[config.mk]
export PLATFORM = sky130hd
export DESIGN_NAME = dvdp_top
export DESIGN_NICKNAME = d
export VERILOG_FILES = /design/src/pkg/dvdp_pkg.sv /design/src/rtl/dvdp_poll_timer.sv /design/src/rtl/dvdp_top.sv
export SDC_FILE = /design/constraint.sdc
export NUM_CORES = 1
export LEC_CHECK = 0
export BUFFER_PORTS_ARGS = -buffer_cell sky130_fd_sc_hd__buf_2
export CAP_MARGIN = 20
export CELL_PAD_IN_SITES_DETAIL_PLACEMENT = 1
export CELL_PAD_IN_SITES_GLOBAL_PLACEMENT = 2
export CORE_MARGIN = 4
export CORE_UTILIZATION = 35
export DETAILED_ROUTE_END_ITERATION = 16
export PLACE_DENSITY_LB_ADDON = 0.25
export SLEW_MARGIN = 20
export SYNTH_ARGS = -nofsm -noshare
export SYNTH_HDL_FRONTEND = slang
export SYNTH_HIERARCHICAL = 1
export SYNTH_SLANG_ARGS = --single-unit
[constraint.sdc]
create_clock -name pclk -period 2.5 [get_ports pclk]
set_input_delay 0.75 -clock pclk [delete_from_list [all_inputs] [get_ports pclk]]
set_output_delay 0.75 -clock pclk [all_outputs]
set_load 0.01 [all_outputs]
[src/pkg/dvdp_pkg.sv]
// package: register map, field layout, reset values and timing for the data valid detect block
package dvdp_pkg;
    // =====================================================================
    // register indices (byte address is four times the index)
    localparam logic [3:0]  IDX_CONFIG      = 4'h0;
    localparam logic [3:0]  IDX_ON_DUR      = 4'h4;
    localparam logic [3:0]  IDX_OFF_DUR     = 4'h5;
    localparam logic [3:0]  IDX_WIN_LOWER   = 4'h6;
    localparam logic [3:0]  IDX_WIN_UPPER   = 4'h7;
    localparam logic [3:0]  IDX_STRENGTH    = 4'h8;
    localparam logic [3:0]  IDX_STATUS      = 4'h9;
    // =====================================================================
    // config field positions
    localparam int          CFG_RX_EN_BIT   = 0;
    localparam int          CFG_POLL_EN_BIT = 1;
    localparam int          CFG_CONT_BIT    = 5;
    localparam int          CFG_SINGLE_BIT  = 6;
    localparam logic [7:0]  CFG_RST         = 8'h00;
    // =====================================================================
    // reset values
    localparam logic [15:0] ON_DUR_RST      = 16'hFEBF;
    localparam logic [15:0] OFF_DUR_RST     = 16'hF37F;
    localparam logic [11:0] WIN_LOWER_RST   = 12'h000;
    localparam logic [11:0] WIN_UPPER_RST   = 12'h001;
    localparam logic [5:0]  STRENGTH_RST    = 6'h3F;
    localparam logic [15:0] TIMER_TOP       = 16'hFFFF;
    // =====================================================================
    // timing
    localparam int          CLK_HZ          = 10_000_000;
    localparam int          RC_HZ           = 32_000;
    localparam int          RC_DIV          = CLK_HZ / RC_HZ;
    localparam int          WIN_DIV         = 4;
    localparam int          SEQ_DELAY_US    = 2600;
    localparam int          SEQ_DELAY_CYC   = (SEQ_DELAY_US * (CLK_HZ / 1_000_000) + 0);
    localparam int          CONV_PERIODS    = 3;
    // =====================================================================
    // detection state
    typedef enum logic [2:0] {
        DVDP_IDLE = 3'b001,
        DVDP_RUN  = 3'b010,
        DVDP_DONE = 3'b100
    } dvdp_state_e;
endpackage : dvdp_pkg

[src/rtl/dvdp_poll_timer.sv]
// module: self-polling ON/OFF timer clocked by the RC oscillator enable
module dvdp_poll_timer (
    input  wire logic        pclk,
    input  wire logic        presetn,
    input  wire logic        run,
    input  wire logic        rc_tick,
    input  wire logic [15:0] on_value,
    input  wire logic [15:0] off_value,
    output logic             on_phase,
    output logic             phase_end
);
    logic [15:0] cnt_r;
    logic        on_r;
    logic        started_r;
    logic        end_r;

    wire         wrap    = rc_tick && (cnt_r == dvdp_pkg::TIMER_TOP);
    wire  [15:0] reload  = on_r ? off_value : on_value;

    // =====================================================================
    // counter: load, count up, switch phase on overflow
    always_ff @(posedge pclk or negedge presetn) begin
        if (!presetn) begin
            cnt_r     <= 16'h0000;
            on_r      <= 1'b0;
            started_r <= 1'b0;
            end_r     <= 1'b0;
        end else if (!run) begin
            started_r <= 1'b0;
            on_r      <= 1'b0;
            end_r     <= 1'b0;
        end else if (!started_r) begin
            cnt_r     <= on_value;
            on_r      <= 1'b1;
            started_r <= 1'b1;
            end_r     <= 1'b0;
        end else if (wrap) begin
            cnt_r     <= reload;
            on_r      <= !on_r;
            end_r     <= 1'b1;
        end else begin
            if (rc_tick) begin
                cnt_r <= cnt_r + 16'h0001;
            end
            end_r     <= 1'b0;
        end
    end

    assign on_phase  = on_r;
    assign phase_end = end_r;
endmodule : dvdp_poll_timer

[src/rtl/dvdp_top.sv]
// module: data valid detection, self polling and peak detector sequencing behind APB
module dvdp_top #(
    parameter int SEQ_DELAY = dvdp_pkg::SEQ_DELAY_CYC
) (
    input  wire logic        pclk,
    input  wire logic        presetn,
    input  wire logic        psel,
    input  wire logic        penable,
    input  wire logic        pwrite,
    input  wire logic [7:0]  paddr,
    input  wire logic [31:0] pwdata,
    output logic      [31:0] prdata,
    output logic             pready,
    output logic             pslverr,
    input  wire logic        rx_path_active,
    input  wire logic        sliced_data,
    input  wire logic [5:0]  strength_code,
    output logic             rx_enable,
    output logic             pkd_enable,
    output logic             pkd_pos_to_gnd,
    output logic             pkd_neg_to_vcc,
    output logic             data_valid,
    output logic             wake_indication_pulse
);
    // =====================================================================
    // registers
    logic [7:0]  config_r;
    logic [15:0] polling_on_duration_r;
    logic [15:0] polling_off_duration_r;
    logic [11:0] rate_window_lower_r;
    logic [11:0] rate_window_upper_r;
    logic [5:0]  strength_threshold_r;
    logic        pready_r;
    logic        pslverr_r;
    logic [31:0] prdata_r;
    logic [31:0] prdata_nxt;

    // =====================================================================
    // apb decode
    wire         word_ok   = (paddr[1:0] == 2'b00);
    wire  [3:0]  idx       = paddr[5:2];
    wire         in_range  = word_ok && (paddr[7:6] == 2'b00);
    wire         hit_cfg   = in_range && (idx == dvdp_pkg::IDX_CONFIG);
    wire         hit_on    = in_range && (idx == dvdp_pkg::IDX_ON_DUR);
    wire         hit_off   = in_range && (idx == dvdp_pkg::IDX_OFF_DUR);
    wire         hit_lo    = in_range && (idx == dvdp_pkg::IDX_WIN_LOWER);
    wire         hit_hi    = in_range && (idx == dvdp_pkg::IDX_WIN_UPPER);
    wire         hit_th    = in_range && (idx == dvdp_pkg::IDX_STRENGTH);
    wire         hit_st    = in_range && (idx == dvdp_pkg::IDX_STATUS);
    wire         mapped    = hit_cfg | hit_on | hit_off | hit_lo | hit_hi | hit_th | hit_st;
    wire         access    = psel && penable && !pready_r;
    wire         commit    = psel && penable && pready_r;
    wire         wr_ok     = commit && pwrite && !pslverr_r;

    wire         cfg_rx_en   = config_r[dvdp_pkg::CFG_RX_EN_BIT];
    wire         cfg_poll_en = config_r[dvdp_pkg::CFG_POLL_EN_BIT];
    wire         cfg_cont    = config_r[dvdp_pkg::CFG_CONT_BIT];
    wire         cfg_single  = config_r[dvdp_pkg::CFG_SINGLE_BIT];
    wire         rearm       = wr_ok && hit_cfg;

    // =====================================================================
    // status word
    logic        det_enable_r;
    logic        rate_lat_r;
    logic        strength_lat_r;
    logic        on_phase;
    wire  [31:0] status_word = {25'h0, pkd_enable, data_valid, on_phase, rx_enable,
                                det_enable_r, strength_lat_r, rate_lat_r};

    always_comb begin
        prdata_nxt = 32'h00000000;
        unique case (1'b1)
            hit_cfg: prdata_nxt = {24'h000000, config_r};
            hit_on:  prdata_nxt = {16'h0000, polling_on_duration_r};
            hit_off: prdata_nxt = {16'h0000, polling_off_duration_r};
            hit_lo:  prdata_nxt = {20'h00000, rate_window_lower_r};
            hit_hi:  prdata_nxt = {20'h00000, rate_window_upper_r};
            hit_th:  prdata_nxt = {26'h0000000, strength_threshold_r};
            hit_st:  prdata_nxt = status_word;
            default: prdata_nxt = 32'h00000000;
        endcase
    end

    // =====================================================================
    // apb slave: one wait state, answer registered
    always_ff @(posedge pclk or negedge presetn) begin
        if (!presetn) begin
            pready_r  <= 1'b0;
            pslverr_r <= 1'b0;
            prdata_r  <= 32'h00000000;
        end else begin
            pready_r  <= access;
            pslverr_r <= access && !mapped;
            if (access && !pwrite) begin
                prdata_r <= prdata_nxt;
            end
        end
    end

    always_ff @(posedge pclk or negedge presetn) begin
        if (!presetn) begin
            config_r               <= dvdp_pkg::CFG_RST;
            polling_on_duration_r  <= dvdp_pkg::ON_DUR_RST;
            polling_off_duration_r <= dvdp_pkg::OFF_DUR_RST;
            rate_window_lower_r    <= dvdp_pkg::WIN_LOWER_RST;
            rate_window_upper_r    <= dvdp_pkg::WIN_UPPER_RST;
            strength_threshold_r   <= dvdp_pkg::STRENGTH_RST;
        end else if (wr_ok) begin
            if (hit_cfg) config_r               <= pwdata[7:0];
            if (hit_on)  polling_on_duration_r  <= pwdata[15:0];
            if (hit_off) polling_off_duration_r <= pwdata[15:0];
            if (hit_lo)  rate_window_lower_r    <= pwdata[11:0];
            if (hit_hi)  rate_window_upper_r    <= pwdata[11:0];
            if (hit_th)  strength_threshold_r   <= pwdata[5:0];
        end
    end

    assign pready  = pready_r;
    assign pslverr = pslverr_r;
    assign prdata  = prdata_r;

    // =====================================================================
    // rate dividers: quarter clock for the window, rc tick for polling
    logic [1:0]  qdiv_r;
    logic [8:0]  rcdiv_r;
    wire         win_tick = (qdiv_r == 2'(dvdp_pkg::WIN_DIV - 1));
    wire         rc_tick  = (rcdiv_r == 9'(dvdp_pkg::RC_DIV - 1));

    always_ff @(posedge pclk or negedge presetn) begin
        if (!presetn) begin
            qdiv_r  <= 2'b00;
            rcdiv_r <= 9'h000;
        end else begin
            qdiv_r  <= qdiv_r + 2'b01;
            rcdiv_r <= rc_tick ? 9'h000 : rcdiv_r + 9'h001;
        end
    end

    // =====================================================================
    // self polling timer
    logic        phase_end;
    wire         polling = cfg_poll_en && !cfg_rx_en;

    dvdp_poll_timer u_timer (
        .pclk      (pclk),
        .presetn   (presetn),
        .run       (polling),
        .rc_tick   (rc_tick),
        .on_value  (polling_on_duration_r),
        .off_value (polling_off_duration_r),
        .on_phase  (on_phase),
        .phase_end (phase_end)
    );

    wire         rx_on_nxt = cfg_rx_en || (polling && on_phase);

    // =====================================================================
    // sequencer: delay from receive on to detection enable
    logic [15:0] seq_cnt_r;
    logic        rx_on_r;
    wire         seq_done = (seq_cnt_r == 16'(SEQ_DELAY - 1));

    always_ff @(posedge pclk or negedge presetn) begin
        if (!presetn) begin
            seq_cnt_r    <= 16'h0000;
            det_enable_r <= 1'b0;
            rx_on_r      <= 1'b0;
        end else begin
            rx_on_r <= rx_on_nxt;
            if (!rx_on_nxt) begin
                seq_cnt_r    <= 16'h0000;
                det_enable_r <= 1'b0;
            end else if (!det_enable_r) begin
                seq_cnt_r    <= seq_cnt_r + 16'h0001;
                det_enable_r <= seq_done;
            end
        end
    end

    // peak detector off until the whole path runs; clamps applied while off
    logic        pkd_en_r;
    wire         pkd_en_nxt = rx_on_nxt && rx_path_active && det_enable_r;

    always_ff @(posedge pclk or negedge presetn) begin
        if (!presetn) begin
            pkd_en_r <= 1'b0;
        end else begin
            pkd_en_r <= pkd_en_nxt;
        end
    end

    assign rx_enable      = rx_on_r;
    assign pkd_enable     = pkd_en_r;
    assign pkd_pos_to_gnd = !pkd_en_r;
    assign pkd_neg_to_vcc = !pkd_en_r;

    // =====================================================================
    // window counter on the high phase of sliced data
    logic        data_q_r;
    logic [12:0] win_cnt_r;
    logic        high_seen_r;
    wire         rise     = sliced_data && !data_q_r;
    wire         fall     = !sliced_data && data_q_r;
    // default limit pair 0/1 keeps the counter out of use
    wire         win_idle = (rate_window_lower_r == dvdp_pkg::WIN_LOWER_RST) &&
                            (rate_window_upper_r == dvdp_pkg::WIN_UPPER_RST);
    wire  [12:0] lo1      = {1'b0, rate_window_lower_r};
    wire  [12:0] hi1      = {1'b0, rate_window_upper_r};
    wire  [12:0] lo2      = {rate_window_lower_r, 1'b0};
    wire  [12:0] hi2      = {rate_window_upper_r, 1'b0};
    wire         m_single = (win_cnt_r >= lo1) && (win_cnt_r <= hi1);
    wire         m_double = (win_cnt_r >= lo2) && (win_cnt_r <= hi2);
    wire         match    = m_single || m_double;

    always_ff @(posedge pclk or negedge presetn) begin
        if (!presetn) begin
            data_q_r    <= 1'b0;
            win_cnt_r   <= 13'h0000;
            high_seen_r <= 1'b0;
        end else begin
            data_q_r <= sliced_data;
            if (!det_enable_r || win_idle) begin
                win_cnt_r   <= 13'h0000;
                high_seen_r <= 1'b0;
            end else if (rise) begin
                win_cnt_r   <= 13'h0000;
                high_seen_r <= 1'b1;
            end else if (sliced_data && win_tick && (win_cnt_r != 13'h1FFF)) begin
                win_cnt_r   <= win_cnt_r + 13'h0001;
            end
        end
    end

    // =====================================================================
    // conversion control
    dvdp_pkg::dvdp_state_e state_r;
    dvdp_pkg::dvdp_state_e state_nxt;
    logic [1:0]  per_cnt_r;
    logic        all_ok_r;
    logic        done_r;
    wire         period_end = fall && high_seen_r && (state_r == dvdp_pkg::DVDP_RUN);
    wire         last       = (per_cnt_r == 2'(dvdp_pkg::CONV_PERIODS - 1));
    wire         complete   = period_end && last;
    wire         mode_on    = cfg_cont || cfg_single;
    // strength limit of all ones reads as detection off
    wire         strength_ok = (strength_threshold_r != dvdp_pkg::STRENGTH_RST) &&
                               (strength_code >= strength_threshold_r);

    always_comb begin
        state_nxt = state_r;
        unique case (state_r)
            dvdp_pkg::DVDP_IDLE: begin
                if (det_enable_r && !win_idle && mode_on) state_nxt = dvdp_pkg::DVDP_RUN;
            end
            dvdp_pkg::DVDP_RUN: begin
                if (!det_enable_r || win_idle || !mode_on) begin
                    state_nxt = dvdp_pkg::DVDP_IDLE;
                end else if (complete && !cfg_cont) begin
                    state_nxt = dvdp_pkg::DVDP_DONE;
                end
            end
            dvdp_pkg::DVDP_DONE: begin
                if (!det_enable_r || rearm) state_nxt = dvdp_pkg::DVDP_IDLE;
            end
            default: state_nxt = dvdp_pkg::DVDP_IDLE;
        endcase
    end

    always_ff @(posedge pclk or negedge presetn) begin
        if (!presetn) begin
            state_r   <= dvdp_pkg::DVDP_IDLE;
            per_cnt_r <= 2'b00;
            all_ok_r  <= 1'b1;
            done_r    <= 1'b0;
        end else begin
            state_r <= state_nxt;
            done_r  <= complete;
            if (state_r != dvdp_pkg::DVDP_RUN || complete) begin
                per_cnt_r <= 2'b00;
                all_ok_r  <= 1'b1;
            end else if (period_end) begin
                per_cnt_r <= per_cnt_r + 2'b01;
                all_ok_r  <= all_ok_r && match;
            end
        end
    end

    // =====================================================================
    // latched results and outputs
    logic        valid_r;
    logic        wake_r;
    wire         valid_nxt = strength_lat_r && rate_lat_r && det_enable_r;

    always_ff @(posedge pclk or negedge presetn) begin
        if (!presetn) begin
            rate_lat_r     <= 1'b0;
            strength_lat_r <= 1'b0;
            valid_r        <= 1'b0;
            wake_r         <= 1'b0;
        end else begin
            if (!det_enable_r) begin
                rate_lat_r     <= 1'b0;
                strength_lat_r <= 1'b0;
            end else if (complete) begin
                rate_lat_r     <= all_ok_r && match;
                strength_lat_r <= strength_ok;
            end
            valid_r <= valid_nxt;
            // only a fresh valid inside an on phase wakes the controller
            wake_r  <= valid_nxt && !valid_r && polling && on_phase && !phase_end;
        end
    end

    assign data_valid            = valid_r;
    assign wake_indication_pulse = wake_r;
endmodule : dvdp_top

-- Word-level counts from Yosys, hierarchy flattened
Index checks and enable logic that the tools add are counted.
- bits in registers: 178
- logic and storage cells: 185
- add/subtract/negate cells: 6
- magnitude comparators: 5
- eq/ne operators: 25
- muxes and demuxes: 35
- bitwise operators: 6
- reduce and logical (&&, ||, !) cells: 79
- operator list (cell ; count):
    case mux 16 bit (7 select lines) ; 1
    two-way mux 16 bit ; 6
    logical AND 1 bit ; 42
    two-way mux 13 bit ; 3
    adder 16 x 1 -> 16 bit, second input constant ; 2
    two-way mux 1 bit ; 17
    equality test 16 x 15 -> 1 bit, second input constant ; 1
    equality test 16 bit, second input constant ; 1
    equality test 4 x 3 -> 1 bit, second input constant ; 4
    zero test 1 bit ; 15
    AND reduction 2 bit ; 7
    adder 13 x 1 -> 13 bit, second input constant ; 1
    >= comparator 13 x 12 -> 1 bit ; 1
    >= comparator 13 bit ; 1
    less-or-equal comparator 13 x 12 -> 1 bit ; 1
    less-or-equal comparator 13 bit ; 1
    != test 13 bit, second input constant ; 1
    equality test 12 x 1 -> 1 bit, second input constant ; 1
    zero test 12 bit ; 1
    two-way mux 3 bit ; 4
    adder 9 x 1 -> 9 bit, second input constant ; 1
    equality test 9 bit, second input constant ; 1
    two-way mux 9 bit ; 1
    case mux 3 bit (3 select lines) ; 1
    21 further kinds ; 41

-- Longest topological paths before layout
- depth in word-level cells: 11
- depth in mapped cells: 11
- gate-level depth less buffers: 8

-- Cells and area by module
The synthesis kept the hierarchy.
- modules (own cells, without submodules) (module ; times used ; cells an instance ; area each (um2)):
    dvdp_top ; 1 ; 769 ; 7850.0
    dvdp_poll_timer ; 1 ; 169 ; 1450.1

-- Worst setup path after synthesis
OpenSTA, ideal clock, no wires.
- path type: input to register
- from: in paddr[7]
- to: reg polling_off_duration_r[10]
- data arrival time: 2.508 ns
- required time: 2.375 ns
- path slack: -0.133 ns
- cell stages on the path: 6
- cells stage by stage: or4_4 > or3_1 > buf_6 > nor3_4 > buf_12 > mux2_4
- longest elaborated chain between the ends: 4
- ends and longest elaborated chain (element ; RTL line ; RTL):
    from (decl) ; dvdp_top.sv:10 ; input wire logic [7:0] paddr,
    zero test 2 bit ; dvdp_top.sv:42 ; wire in_range = word_ok && (paddr[7:6] == 2'b00);
    logical AND 1 bit ; dvdp_top.sv:42 ;
    logical AND 1 bit ; dvdp_top.sv:45 ; wire hit_off = in_range && (idx == dvdp_pkg::IDX_OFF_DUR);
    AND reduction 2 bit (no source line) ; n/a ;
    to (signal assigned) ; dvdp_top.sv:104 ; polling_off_duration_r <= dvdp_pkg::OFF_DUR_RST;
    to (signal assigned) ; dvdp_top.sv:111 ; if (hit_off) polling_off_duration_r <= pwdata[15:0];
    to (decl) ; dvdp_top.sv:29 ; logic [15:0] polling_off_duration_r;
No other way between the ends.
A chain may end at the register's enable or synchronous reset.

-- Worst setup path in the final report
- from: reg rcdiv_r[0]
- to: reg u_timer.cnt_r[11]
- longest elaborated chain between the ends: 4
- elaborated cells between the ends (all ways): 6
- those cells by class: 2 x eq/ne; 2 x mux; 2 x reduce/logical
- ends and longest elaborated chain (element ; RTL line ; RTL):
    from (decl) ; dvdp_top.sv:125 ; logic [8:0] rcdiv_r;
    from (signal assigned) ; dvdp_top.sv:135 ; rcdiv_r <= rc_tick ? 9'h000 : rcdiv_r + 9'h001;
    equality test 9 bit (*) ; dvdp_top.sv:127 ; wire rc_tick = (rcdiv_r == 9'(dvdp_pkg::RC_DIV - 1));
    logical AND 1 bit ; dvdp_poll_timer.sv:17 ; wire wrap = rc_tick && (cnt_r == dvdp_pkg::TIMER_TOP);
    != test 3 bit (no source line) / two-way mux 16 bit (equally long branches) ; n/a ;
    AND reduction 2 bit (no source line) / two-way mux 16 bit (equally long branches) ; n/a ;
    to (signal assigned) ; dvdp_poll_timer.sv:33 ; cnt_r <= on_value;
    to (signal assigned) ; dvdp_poll_timer.sv:38 ; cnt_r <= reload;
    to (signal assigned) ; dvdp_poll_timer.sv:43 ; cnt_r <= cnt_r + 16'h0001;
    to (decl) ; dvdp_poll_timer.sv:12 ; logic [15:0] cnt_r;
Every way passes the cells marked *; elsewhere a longest branch is shown, timed or not.

==> qor.txt <==
First-pass GRT wire length: 44.5 mm
Routability congestion estimate: 0.840
Die ar.: 29200 sq um
Non-filler cells, final: 1392
Reg power frac: 47.6%
Clock Tree Root: clkbuf_16
IO Count: 93
P_leak: 4.99 nW
HPWL after DPL: 21.1 mm
Worst Path Arrival: 2.64 ns
GRT Util Overall: 19.5%
Sw frac: 25.0%
Maximum clock frequency: 0.429 GHz
Int Pwr: 4.34 mW
Total negative slack: 0 ns
CTS tree: built
Psw: 1.44 mW
Post-synthesis sequential area ratio: 44.1%
Multi-input logic area: 4820 sq um
Cell Rows: 59
Port bufs: 60
Fraction of registers with async set/reset: 100%
Post-Route Utilization: 41.9%
Worst skew pair latency: 0.43 ns
Vias in the first global route: 7813
Dpl ws: -0.107 ns
Req. time, crit path: 2.81 ns
Maximum number of pins on one net before global-route repair: 43
Number of inserted diodes: 0
Vias: 7551
Status: finished, final reports clean
Clock-pin transition on the worst setup and hold timing paths: 0.07 ns
DRT iter0 DRCs: 394
Most frequent cells in the layout: dfrtp_1, nor2_1, nand2_1
Post-Route WL: 27.8 mm
Max VDD drop: 0.000500 V
Min-delay worst type: primary input to asynchronous set/reset pin
Clock share of power: 45.8%
Design area: 10900 sq um
Worst Hold Slack: 0.249 ns
Critical-path maximum fanout: 4
Period utilization: 93.3%
Synthesized area: 9300 sq um
Commonest non-fill, non-tap cell in the layout: dfrtp_1
Filler Cell Count: 2993
Placed instance area: 10300 sq um
Setup Buffers After CTS: 0
Hold-fix buffers, CTS: 0
Max transition margin: 65.2%
PnR worst setup slack: 0.168 ns
Final antenna-violating net count: 0
Vias per cell: 5.42
RSZ-0062 raised after global routing: false
DR WL/cell: 20.0 microns
Core Area: 26100 sq um
Num CTS Buffers: 17
Final #Nets: 1157
GRT overflow: 0
Hold Violations, Final: 0
Maxcap violations: 0
Die Ht: 171 microns
DR pass1 iterations: 6
H-tree Lvls: 4
Synth Warn #: 6
WS Path Type: flop to flop
CTS sink cnt: 162
Power per Cell Area: 529 nW/um^2
FF+latch count, synth: 162
Final Max Tran Viols: 0
# setup viols final: 0
Initial antenna violation count: 0
Layout area overhead: 17.6%
Overall Power: 5.79 mW
Number of remaining DRC errors: 0
Clock skew: 0.0146 ns
Top_reg_cell synth: dfrtp_1
Post-synth EDFFs: 0
Worst Tran Pin Value: 0.517 ns
Die X: 171 microns
Storage cell area: 4100 sq um
Synth cell types: 77
Post-Syn Instances: 938
Min Clock Period, post-route: 2.33 ns
Initial Util: 35.6%
Placed cells: 1360
Layout cells sized above 1: 24.2%
Combinational Power Share: 6.6%
Startpoint types: flop
CP endpoint kind: flop
Clock Tree Buf Depth: 2
Avg Cell Area, Syn: 9.91 sq um
metal layers:
layer	vias up	share of wire (%)	GRT usage [%]
met2	103	50	33.8
met5	-	0	0
li1	3598	-	-
met3	24	2.6	3.21
met4	0	1.6	4.86
met1	3826	46	25.6
power groups by stage:
stage | Sequential, mW | Clock, mW | Combinational [mW]
2_1_floorplan | 2.81 | 0 | 0.153
3_3_place_gp | 2.80 | 0 | 0.381
3_5_place_dp | 2.80 | 0 | 0.386
4_1_cts | 2.76 | 2.72 | 0.389
5_1_grt | 2.76 | 2.84 | 0.423
6_report | 2.76 | 2.65 | 0.380
cell families (layout without fill, tap and decap cells):
| family | count (synthesis) | count (layout) | share of synthesized area (%) |
|---|---|---|---|
| and+or+nand+nor | 315 | 315 | 16.9 |
| AOI/OAI and AO/OA | 215 | 215 | 15.2 |
| DFF | 162 | 162 | 44.1 |
| buffers and inverters | 92 | 196 | 5.10 |
| adders and majority gates | 60 | 60 | 8.07 |
| muxes | 60 | 60 | 7.51 |
| xor gates and xnor gates | 33 | 33 | 3.11 |
| other | 1 | 16 | 0.0403 |
worst paths after layout:
kind	from	cells after the start	slack, ns	end
setup / recovery	rcdiv_r[0]	8	0.17	u_timer/cnt_r[11]
setup reg to reg	rcdiv_r[0]	8	0.17	u_timer/cnt_r[11]
hold / removal	presetn	1	0.25	u_timer/cnt_r[15]
max in group asynchronous	presetn	2	1.55	polling_off_duration_r[2]
hold reg to reg	qdiv_r[0]	1	0.43	qdiv_r[0]
min in group pclk	qdiv_r[0]	1	0.43	qdiv_r[0]
area by class of cell:
cell class              count  share of cell area (%)
multi-input cells         699                    44.0
flip-flops and latches    162                    37.5
repair buffers            123                    7.93
clock buffers              21                    4.12
well taps                 335                    3.83
inverters                  41                    1.41
clock inverters            11                    1.19
flip-flops by register name, summed over array words and instances (netlist names), 2 cells and up:
signal                  cells
polling_off_duration_r     16
polling_on_duration_r      16
prdata                     16
seq_cnt_r                  16
u_timer/cnt_r              16
win_cnt_r                  13
rate_window_lower_r        12
rate_window_upper_r        12
rcdiv_r                     9
config_r                    8
strength_threshold_r        6
state_r                     3
per_cnt_r                   2
qdiv_r                      2
cells in the mapped netlist (all sizes together), types with 8 or more instances:
library cell,count,area [sq um]
dfrtp,126,3150
nor2,92,350
nand2,87,327
ha,60,751
a21oi,55,275
o21ai,55,275
mux2,48,578
inv,41,154
dfstp,36,946
buf,31,245
nor3,24,141
nand3,21,115
xor2,21,184
clkbuf,20,75.1
nand4,17,121
a31oi,13,96.3
and3,12,75.1
mux2i,12,120
xnor2,12,105
nor4,10,62.6
a211oi,9,67.6
a22oi,9,67.6
and4,9,78.8
nand2b,8,50.1
nor2b,8,50.1
timing repair:
action / in CTS / in global routing
gates resized for setup: 0 / 5
hold endpoints to repair: 0 / 0
endpoints found under the setup margin: 0 / 6
worst max-delay path: stages (launching register included):
cell and delay, ns:
dfrtp_1 0.37, ha_1 0.18, and4_2 0.27, and4b_1 0.26, nand2_1 0.08, or2_4 0.27, or4_1 0.47, a32oi_1 0.21
o211ai_1 0.10
(Power assumes the default switching activity.)
